<file path="config.mk">
export PLATFORM = sky130hd
export DESIGN_NAME = sdma_engine
export DESIGN_NICKNAME = d
export VERILOG_FILES = /design/src/verilog/sdma_pkg.sv /design/src/verilog/sdma_channel.sv /design/src/verilog/sdma_engine.sv
export VERILOG_INCLUDE_DIRS = /design/src /design/src/verilog
export SDC_FILE = /design/constraint.sdc
export NUM_CORES = 2
export LEC_CHECK = 0
export ABC_AREA = 1
export BUFFER_PORTS_ARGS = -buffer_cell sky130_fd_sc_hd__buf_2
export CAP_MARGIN = 15
export CORE_ASPECT_RATIO = 1.2
export CORE_UTILIZATION = 38
export CTS_BUF_LIST = sky130_fd_sc_hd__clkbuf_4
export CTS_CLUSTER_SIZE = 16
export DETAILED_ROUTE_END_ITERATION = 12
export SLEW_MARGIN = 20
export SYNTH_ARGS = -nofsm -noshare
export SYNTH_HDL_FRONTEND = slang
export SYNTH_SLANG_ARGS = --single-unit
</file>
<file path="constraint.sdc">
create_clock -name sys_clk -period 7.12 [get_ports sys_clk]
set_input_delay 0.356 -clock sys_clk [delete_from_list [all_inputs] [get_ports sys_clk]]
set_output_delay 0.356 -clock sys_clk [all_outputs]
set_load 0.01 [all_outputs]
</file>
<file path="src/verilog/sdma_regs.svh">
// register map, field positions and timing counts of the six-channel transfer engine
// assumes a 16-bit register port addressed by word index
`ifndef SDMA_REGS_SVH
`define SDMA_REGS_SVH
`define SDMA_NUM_CH 6
`define SDMA_REG_CTRL 8'h00
`define SDMA_REG_STATUS 8'h01
`define SDMA_REG_MASK 8'h02
`define SDMA_REG_SWTRIG 8'h03
`define SDMA_REG_BUSY 8'h04
`define SDMA_CH_BASE 8'h10
`define SDMA_CH_STRIDE 8'h08
`define SDMA_CH_SRC 3'h0
`define SDMA_CH_DST 3'h1
`define SDMA_CH_COUNT 3'h2
`define SDMA_CH_CFG 3'h3
`define SDMA_CH_ALTSRC 3'h4
`define SDMA_CH_ALTDST 3'h5
`define SDMA_CH_STEP 3'h6
`define SDMA_CFG_ENABLE 0
`define SDMA_CFG_WIDE 1
`define SDMA_CFG_IRQ_AT_START 2
`define SDMA_CFG_PINGPONG 3
`define SDMA_CFG_TRIG_LSB 4
`define SDMA_CFG_TRIG_W 4
`define SDMA_CFG_ONESHOT 8
`define SDMA_CTRL_CH1_HIGH 0
`define SDMA_TRIG_SOFT 4'hF
`define SDMA_NUM_SOURCES 11
`define SDMA_WORD_CYCLES 4
`define SDMA_SERIAL_HI 4'hC
`endif
</file>
<file path="src/verilog/sdma_pkg.sv">
// types shared by the engine and its channel slice
package sdma_pkg;
    typedef enum logic [1:0] {
        SDMA_IDLE = 2'b00,
        SDMA_READ = 2'b01,
        SDMA_WRITE = 2'b10,
        SDMA_GAP = 2'b11
    } sdma_phase_t;

    typedef struct packed {
        logic [15:0] src;
        logic [15:0] dst;
        logic [15:0] altSrc;
        logic [15:0] altDst;
        logic [15:0] count;
        logic [15:0] cfg;
        logic [7:0] srcStep;
        logic [7:0] dstStep;
        logic [15:0] left;
        logic [15:0] curSrc;
        logic [15:0] curDst;
        logic useAlt;
        logic pending;
        logic active;
    } sdma_ch_t;

    typedef struct packed {
        logic [15:0] addr;
        logic [31:0] wdata;
        logic rd;
        logic wr;
        logic wide;
    } sdma_bus_t;
endpackage

</file>
<file path="src/verilog/sdma_channel.sv">
// one transfer channel: configuration, trigger select and address sequencing
// assumes the engine grants it at most one word per grant pulse
`timescale 1ns/1ps
`include "sdma_regs.svh"
module sdma_channel
    import sdma_pkg::*;
(
    input wire logic sys_clk, // system clock
    input wire logic rst_n, // async reset, active low
    input wire logic [2:0] regSel, // channel register select
    input wire logic regWr, // write strobe for this channel
    input wire logic [15:0] regWdata, // write data
    input wire logic [`SDMA_NUM_SOURCES-1:0] events, // peripheral trigger events
    input wire logic softTrig, // software trigger pulse
    input wire logic wordDone, // granted word finished
    output sdma_ch_t chState, // channel state
    output logic startPulse, // transfer began
    output logic donePulse // transfer completed
);
    sdma_ch_t st, next_st;
    logic [3:0] sel;
    logic trig;
    logic [15:0] stepSrc, stepDst;

    function automatic logic [15:0] sext8(input logic [7:0] v);
        sext8 = {{8{v[7]}}, v};
    endfunction

    always_comb begin
        next_st = st;
        startPulse = 1'b0;
        donePulse = 1'b0;
        sel = st.cfg[`SDMA_CFG_TRIG_LSB +: `SDMA_CFG_TRIG_W];
        // external events or the software trigger, no timer inside
        if (sel == `SDMA_TRIG_SOFT) begin
            trig = softTrig;
        end else if (sel < 4'(`SDMA_NUM_SOURCES)) begin
            trig = events[sel];
        end else begin
            trig = 1'b0;
        end
        stepSrc = sext8(st.srcStep);
        stepDst = sext8(st.dstStep);
        if (regWr) begin
            if (regSel == `SDMA_CH_SRC) begin
                next_st.src = regWdata;
            end else if (regSel == `SDMA_CH_DST) begin
                next_st.dst = regWdata;
            end else if (regSel == `SDMA_CH_COUNT) begin
                next_st.count = regWdata;
            end else if (regSel == `SDMA_CH_CFG) begin
                next_st.cfg = regWdata;
            end else if (regSel == `SDMA_CH_ALTSRC) begin
                next_st.altSrc = regWdata;
            end else if (regSel == `SDMA_CH_ALTDST) begin
                next_st.altDst = regWdata;
            end else if (regSel == `SDMA_CH_STEP) begin
                next_st.srcStep = regWdata[7:0];
                next_st.dstStep = regWdata[15:8];
            end
        end
        if (trig && st.cfg[`SDMA_CFG_ENABLE] && !st.active && st.count != 16'h0000) begin
            next_st.active = 1'b1;
            next_st.left = st.count;
            next_st.curSrc = st.useAlt ? st.altSrc : st.src;
            next_st.curDst = st.useAlt ? st.altDst : st.dst;
            startPulse = 1'b1;
        end
        next_st.pending = next_st.active;
        if (wordDone && st.active) begin
            next_st.curSrc = st.curSrc + stepSrc;
            next_st.curDst = st.curDst + stepDst;
            next_st.left = st.left - 16'h0001;
            if (st.left == 16'h0001) begin
                next_st.active = 1'b0;
                next_st.pending = 1'b0;
                donePulse = 1'b1;
                if (st.cfg[`SDMA_CFG_PINGPONG]) begin
                    next_st.useAlt = !st.useAlt;
                end
                if (st.cfg[`SDMA_CFG_ONESHOT]) begin
                    next_st.cfg[`SDMA_CFG_ENABLE] = 1'b0;
                end
            end
        end
    end

    always_ff @(posedge sys_clk or negedge rst_n) begin
        if (!rst_n) begin
            st <= '0;
        end else begin
            st <= next_st;
        end
    end

    assign chState = st;
endmodule // sdma_channel

</file>
<file path="src/verilog/sdma_engine.sv">
// six-channel transfer engine: register port, arbitration, word mover, interrupts
// assumes a bus that answers a read within the cycle in which rd stands and never stalls
//
// The address map and the address-and-strobe port are this design's own decisions.
`timescale 1ns/1ps
`include "sdma_regs.svh"
module sdma_engine
    import sdma_pkg::*;
#(
    parameter int NUM_CH = `SDMA_NUM_CH
) (
    input wire logic sys_clk, // 25 MHz system clock
    input wire logic rst_n, // async reset, active low
    input wire logic [7:0] regAddr, // register word index
    input wire logic [15:0] regWdata, // register write data
    input wire logic regWr, // register write strobe
    input wire logic regRd, // register read strobe
    output logic [15:0] regRdata, // read data, cycle after regRd
    input wire logic [`SDMA_NUM_SOURCES-1:0] trigEvents, // peripheral trigger pulses
    output sdma_bus_t busReq, // memory-side request
    input wire logic [31:0] busRdata, // read data, sampled in the cycle in which rd stands
    input wire logic [1:0] frameGrant, // peripheral frame 1 and 2 granted
    output logic [NUM_CH-1:0] chIrq, // per-channel interrupt lines
    output logic irq // masked summary interrupt
);
    typedef struct packed {
        sdma_phase_t phase;
        logic [2:0] cur;
        logic [2:0] rrLast;
        logic [1:0] gap;
        logic [31:0] data;
        logic [15:0] ctrl;
        logic [NUM_CH-1:0] status;
        logic [NUM_CH-1:0] mask;
        logic [NUM_CH-1:0] chIrqLine;
        logic [15:0] rdata;
        logic [15:0] fault;
        sdma_bus_t bus;
    } sdma_top_t;

    sdma_top_t st, next_st;
    sdma_ch_t chs [NUM_CH];
    logic [NUM_CH-1:0] startP, doneP, chWr, softTrig, wordDone;
    logic [2:0] regSel;
    logic [15:0] evMask;

    // decode upper nibble: regions 0xC/0xD are serial ports in this map
    function automatic logic isSerial(input logic [15:0] a);
        isSerial = (a[15:12] == `SDMA_SERIAL_HI) || (a[15:12] == 4'hD);
    endfunction

    // frame 1 at 0x6xxx, frame 2 at 0xCxxx/0xDxxx; other regions always open
    function automatic logic frameOk(input logic [15:0] a, input logic [1:0] g);
        if (a[15:12] == 4'h6) begin
            frameOk = g[0];
        end else if (isSerial(a)) begin
            frameOk = g[1];
        end else begin
            frameOk = 1'b1;
        end
    endfunction

    // reachable-only modules have no event input here
    assign evMask = 16'(trigEvents);

    genvar gi;
    generate
        for (gi = 0; gi < NUM_CH; gi++) begin : g_ch
            assign chWr[gi] = regWr && (regAddr[7:3] == 5'(8'(`SDMA_CH_BASE + gi *
                `SDMA_CH_STRIDE) >> 3));
            assign softTrig[gi] = regWr && (regAddr == `SDMA_REG_SWTRIG) && regWdata[gi];
            assign wordDone[gi] = (st.phase == SDMA_WRITE) && (st.cur == 3'(gi));
            sdma_channel u_ch (
                .sys_clk(sys_clk),
                .rst_n(rst_n),
                .regSel(regSel),
                .regWr(chWr[gi]),
                .regWdata(regWdata),
                .events(evMask[`SDMA_NUM_SOURCES-1:0]),
                .softTrig(softTrig[gi]),
                .wordDone(wordDone[gi]),
                .chState(chs[gi]),
                .startPulse(startP[gi]),
                .donePulse(doneP[gi])
            );
        end
    endgenerate

    assign regSel = regAddr[2:0];

    always_comb begin
        logic found;
        logic [2:0] pick;
        logic [2:0] idx;
        logic wide;
        found = 1'b0;
        pick = 3'h0;
        idx = 3'h0;
        wide = 1'b0;
        next_st = st;
        next_st.bus.rd = 1'b0;
        next_st.bus.wr = 1'b0;
        for (int i = 0; i < NUM_CH; i++) begin
            next_st.chIrqLine[i] = chs[i].cfg[`SDMA_CFG_IRQ_AT_START] ? startP[i] : doneP[i];
        end
        // sticky status: set wins over write-one-to-clear
        if (regWr && regAddr == `SDMA_REG_STATUS) begin
            next_st.status = st.status & ~regWdata[NUM_CH-1:0];
        end
        next_st.status = next_st.status | next_st.chIrqLine;
        if (regWr && regAddr == `SDMA_REG_MASK) begin
            next_st.mask = regWdata[NUM_CH-1:0];
        end
        if (regWr && regAddr == `SDMA_REG_CTRL) begin
            next_st.ctrl = regWdata;
        end
        next_st.rdata = 16'h0000;
        if (regRd) begin
            if (regAddr == `SDMA_REG_CTRL) begin
                next_st.rdata = st.ctrl;
            end else if (regAddr == `SDMA_REG_STATUS) begin
                next_st.rdata = 16'(st.status);
            end else if (regAddr == `SDMA_REG_MASK) begin
                next_st.rdata = 16'(st.mask);
            end else if (regAddr == `SDMA_REG_BUSY) begin
                for (int i = 0; i < NUM_CH; i++) begin
                    next_st.rdata[i] = chs[i].active;
                end
                next_st.rdata[15:8] = st.fault[7:0];
            end else if (regAddr >= `SDMA_CH_BASE) begin
                for (int i = 0; i < NUM_CH; i++) begin
                    if (regAddr[7:3] == 5'(8'(`SDMA_CH_BASE + i * `SDMA_CH_STRIDE) >> 3)) begin
                        if (regSel == `SDMA_CH_SRC) begin
                            next_st.rdata = chs[i].src;
                        end else if (regSel == `SDMA_CH_DST) begin
                            next_st.rdata = chs[i].dst;
                        end else if (regSel == `SDMA_CH_COUNT) begin
                            next_st.rdata = chs[i].left;
                        end else if (regSel == `SDMA_CH_CFG) begin
                            next_st.rdata = chs[i].cfg;
                        end else if (regSel == `SDMA_CH_ALTSRC) begin
                            next_st.rdata = chs[i].altSrc;
                        end else if (regSel == `SDMA_CH_ALTDST) begin
                            next_st.rdata = chs[i].altDst;
                        end else if (regSel == `SDMA_CH_STEP) begin
                            next_st.rdata = {chs[i].dstStep, chs[i].srcStep};
                        end
                    end
                end
            end
        end
        // channel one may pre-empt the rotation
        if (st.ctrl[`SDMA_CTRL_CH1_HIGH] && chs[0].pending) begin
            found = 1'b1;
            pick = 3'h0;
        end
        for (int k = 1; k <= NUM_CH; k++) begin
            idx = 3'((int'(st.rrLast) + k) % NUM_CH);
            if (!found && chs[idx].pending) begin
                found = 1'b1;
                pick = idx;
            end
        end
        case (st.phase)
            SDMA_IDLE: begin
                if (found) begin
                    wide = chs[pick].cfg[`SDMA_CFG_WIDE];
                    if (isSerial(chs[pick].curSrc) || isSerial(chs[pick].curDst)) begin
                        wide = 1'b0;
                    end
                    next_st.cur = pick;
                    next_st.bus.addr = chs[pick].curSrc;
                    next_st.bus.wide = wide;
                    // source and destination regions must each be ungated or in a granted frame
                    if (frameOk(chs[pick].curSrc, frameGrant) &&
                        frameOk(chs[pick].curDst, frameGrant)) begin
                        next_st.bus.rd = 1'b1;
                    end else begin
                        next_st.fault = st.fault | 16'(1 << pick);
                    end
                    next_st.phase = SDMA_READ;
                end
            end
            SDMA_READ: begin
                next_st.data = st.bus.wide ? busRdata : {16'h0000, busRdata[15:0]};
                next_st.bus.addr = chs[st.cur].curDst;
                next_st.bus.wdata = next_st.data;
                next_st.bus.wr = st.bus.rd;
                next_st.phase = SDMA_WRITE;
            end
            SDMA_WRITE: begin
                next_st.rrLast = st.cur;
                next_st.gap = 2'h0;
                next_st.phase = SDMA_GAP;
            end
            SDMA_GAP: begin
                next_st.gap = st.gap + 2'h1;
                if (st.gap == 2'(`SDMA_WORD_CYCLES - 4)) begin
                    next_st.phase = SDMA_IDLE;
                end
            end
            default: begin
                next_st.phase = SDMA_IDLE;
            end
        endcase
    end

    always_ff @(posedge sys_clk or negedge rst_n) begin
        if (!rst_n) begin
            st <= '0;
        end else begin
            st <= next_st;
        end
    end

    assign busReq = st.bus;
    assign regRdata = st.rdata;
    assign chIrq = st.chIrqLine;
    assign irq = |(st.status & st.mask);
endmodule // sdma_engine

</file>
==> results.cfg <==
[critical_path]
endpoint_kind = flop
startpoint = st[151]$_DFFE_PN0P_
critPathArrivalTime_ns = 8.00
path_class = flop to flop
required_ns = 8.41
r2r_cells = 32
critPathMaxFanout = 20
cpPeakStageDelay_ns = 0.71
r2r-start = st[151]$_DFFE_PN0P_
critPathLaunchType = flop
r2r_end = busReq[2]$_DFF_PN0_
cp_common_cell = nand2_1
cp_slowest_cell = dlygate4sd3_1
r2r_setup_slack_ns = 0.41

[drt]
drtPass1Iterations = 9
wire_per_inst_um = 25.09
viasPerCell = 5.660
drcViolationCount = 0
drt_iter0_drc = 7957
via_count = 64460
ant_nets = 0
wl_um = 285800

[clock_network]
cts_made_buffers = 316
cts_sinks = 1091
cts_tree = done
cts_root_buffer = clkbuf_4
post_cts_buffers = 0
path_clk_slew_ns = 0.08
htree_levels = 5
clockBufferDepth = 4
clk_latency_ns = 1.42

[synth]
syn_area_per_cell_um2 = 7.301
synthXorXnorAreaFrac_pct = 1.674
ys_seq_elements = 1091
synth_top_family_by_area = simple AND/OR/NAND/NOR gates
ys.flop_type = dfrtp_1
syn_area_um2 = 64350
synthMuxAreaShare_pct = 0.01555
yosys.area_share.simple_pct = 22.76
synth_warnings = 0
synth.net_count = 9112
synthCells = 8815
synthArstFlopShare_pct = 100.0
synth_edf_count = 0
synth_compound_area_share_pct = 19.42
synth_fa_ha_area_share_pct = 4.495
yosysSeqAreaShare_pct = 42.42
ys_types = 73

[power]
powerDensity_nw_per_um2 = 319.4
seqPwrFrac_pct = 37.1
netSwitchingFraction_pct = 44.28
power.leakage_nw = 34.68
pwr-share-clk_pct = 26.0
intPower_w = 0.01269
power_frac_comb_pct = 37.0
p_switching_w = 0.01009
max-vdd-ir-drop_mv = 0.3206

[floorplanning]
die_h_um = 452.8
core_area_um2 = 168300
die_x_um = 377.7
row_count = 165
io_pins = 147
initial_core_util_pct = 38.25
dieArea_um2 = 171000

[global_route]
track_usage_pct = 33.20
grt_start_max_net_pins = 174
grt_pass1_vias = 61510
gr-total-overflow = 0
grt_pass1_wl_um = 416400
antenna_found_initial = 32

[final_layout]
drive_gt1_share_pct = 9.336
final_common_cell = nand2_1
final_cell_mix = nand2_1 (2,562), o21ai_0 (1,249), dfrtp_1 (1,090)
fin_cells = 11390
synthToLayoutAreaGrowth_pct = 10.84
fin_nets = 9217

[placement]
place.gp.congestion = 0.9790
portBuffers = 146
dp.cells = 10750
post-dp-hpwl_um = 193400

[sta]
hold_slack_ns = 0.1570
slew_headroom_pct = 11.53
skew_ns = 0.1139
max_freq_mhz = 148.9
rsz0062_at_grt = false
slew_violations = 0
hold_viol = 0
period_needed_ns = 6.714
setup_viol = 0
worst_pin_slew_ns = 1.326
min_period_over_period_pct = 94.30
tns_ns = 0

[worst_hold_path]
min-delay-start = regWdata[5]
holdPathEnd = st[106]$_DFFE_PN0P_
hold_path.class = input pin to flop
hold_depth = 5

[job]
cap_viol_max_count = 0

[status]
status = finished, final reports clean
cells by family (layout without fill, tap and decap cells):
group                    Yosys count  after routing
flip-flops                      1091           1091
AND/OR/NAND/NOR                 3718           3718
adder cells (fa/ha/maj)          224            224
AO/OA/AOI/OAI                   2184           2184
buffers and inverters           1474           1774
XOR/XNOR                         123            123
other                              0             21
multiplexers                       1              1
layout make-up:
| type | instances | area (um^2) |
|---|---|---|
| Sequential cell | 1091 | 27300 |
| Tap cell | 2254 | 2820 |
| Antenna cell | 21 | 52.55 |
| Clock inverter | 64 | 325.3 |
| Multi-Input combinational cell | 6250 | 31260 |
| Fill cell | 17340 | 96920 |
| Inverter | 885 | 3337 |
| Timing Repair Buffer | 376 | 2863 |
| Clock buffer | 449 | 3371 |
state kept, by name, summed over array words and instances (netlist names):
| signal | cells |
|---|---|
| chIrq | 6 |
| busReq | 51 |
| g_ch.u_ch.chState | 972 |
| regRdata | 16 |
| st | 46 |
per-stage QoR:
stage | setup WS [ns] | instance area [um^2] | total power (W) | utilization (%)
detailed placement | 1.387 | 66410 | 0.01660 | 39.47
global placement | 1.392 | 66400 | 0.01647 | 39.46
floorplan | 2.770 | 64350 | 0.01342 | -
CTS | 0.2918 | 71210 | 0.02260 | 42.32
global route | 0.03199 | 71300 | 0.02402 | 42.37
finish | 0.4057 | 71330 | 0.02278 | 42.40
cells in the mapped netlist (6+ instances only):
cell	number	area, um^2
a211oi_1	48	360.4
a21oi_1	345	1727
a221oi_1	93	814.5
a22oi_1	45	337.8
a31oi_1	73	456.7
a32oi_1	9	78.83
a41oi_1	7	61.31
and2_1	10	62.56
buf_1	54	202.7
buf_2	69	345.3
buf_4	80	600.6
clkbuf_1	385	1445
clkinv_1	9	33.78
dfrtp_1	1091	27300
fa_1	12	240.2
ha_1	212	2653
inv_1	856	3213
inv_2	19	71.32
nand2_1	2588	9714
nand2_2	11	68.82
nand3_1	199	996.0
nand4_1	30	187.7
nor2_1	744	2793
nor3_1	75	375.4
nor4_1	40	250.2
o2111ai_1	6	52.55
o211ai_1	126	945.9
o21ai_0	1250	6256
o21ai_1	13	65.06
o21bai_1	21	157.7
o221a_2	6	67.56
o221ai_1	26	227.7
o22ai_1	58	362.9
o31ai_1	15	112.6
xnor2_1	45	394.1
xor2_1	78	683.2
worst max-delay path: cells and delay by family, from the launching register on:
family	cells	cell delay, ns
DFF	1	0.59
adders and majority gates	2	0.52
AOI/OAI and AO/OA	4	1.11
and+or+nand+nor	18	2.11
buffers and inverters	7	1.97
xor gates and xnor gates	1	0.24
how the worst max path moves through the flow:
stage	endpoint
3_5_place_dp	st[53]$_DFFE_PN0P_
3_3_place_gp	st[54]$_DFFE_PN0P_
5_1_grt	busReq[2]$_DFF_PN0_
2_1_floorplan	st[53]$_DFFE_PN0P_
6_report	busReq[2]$_DFF_PN0_
4_1_cts	busReq[2]$_DFF_PN0_
layer usage:
layer | share of wire, % | global-route usage (%)
met1 | 39 | 42.03
met2 | 43 | 49.33
met3 | 11 | 8.131
met4 | 8.1 | 23.84
met5 | 0.052 | 0
power by group through the flow:
| stage | registers, W | logic (W) | clock network [W] |
|---|---|---|---|
| final | 0.00844 | 0.00843 | 0.00591 |
| after global placement | 0.00849 | 0.00799 | 0 |
| after global routing | 0.00852 | 0.00918 | 0.00632 |
| after floorplan | 0.00792 | 0.00550 | 0 |
| after CTS | 0.00841 | 0.00821 | 0.00598 |
| after detailed placement | 0.00851 | 0.00809 | 0 |
timing repair:
action / 4_1_cts / 5_1_grt
setup endpoints to repair: 0 / 1
hold buffers: 108 / 0
gates resized for setup: 0 / 2
hold endpoints to repair: 1344 / 0
(Power assumes the default switching activity.)
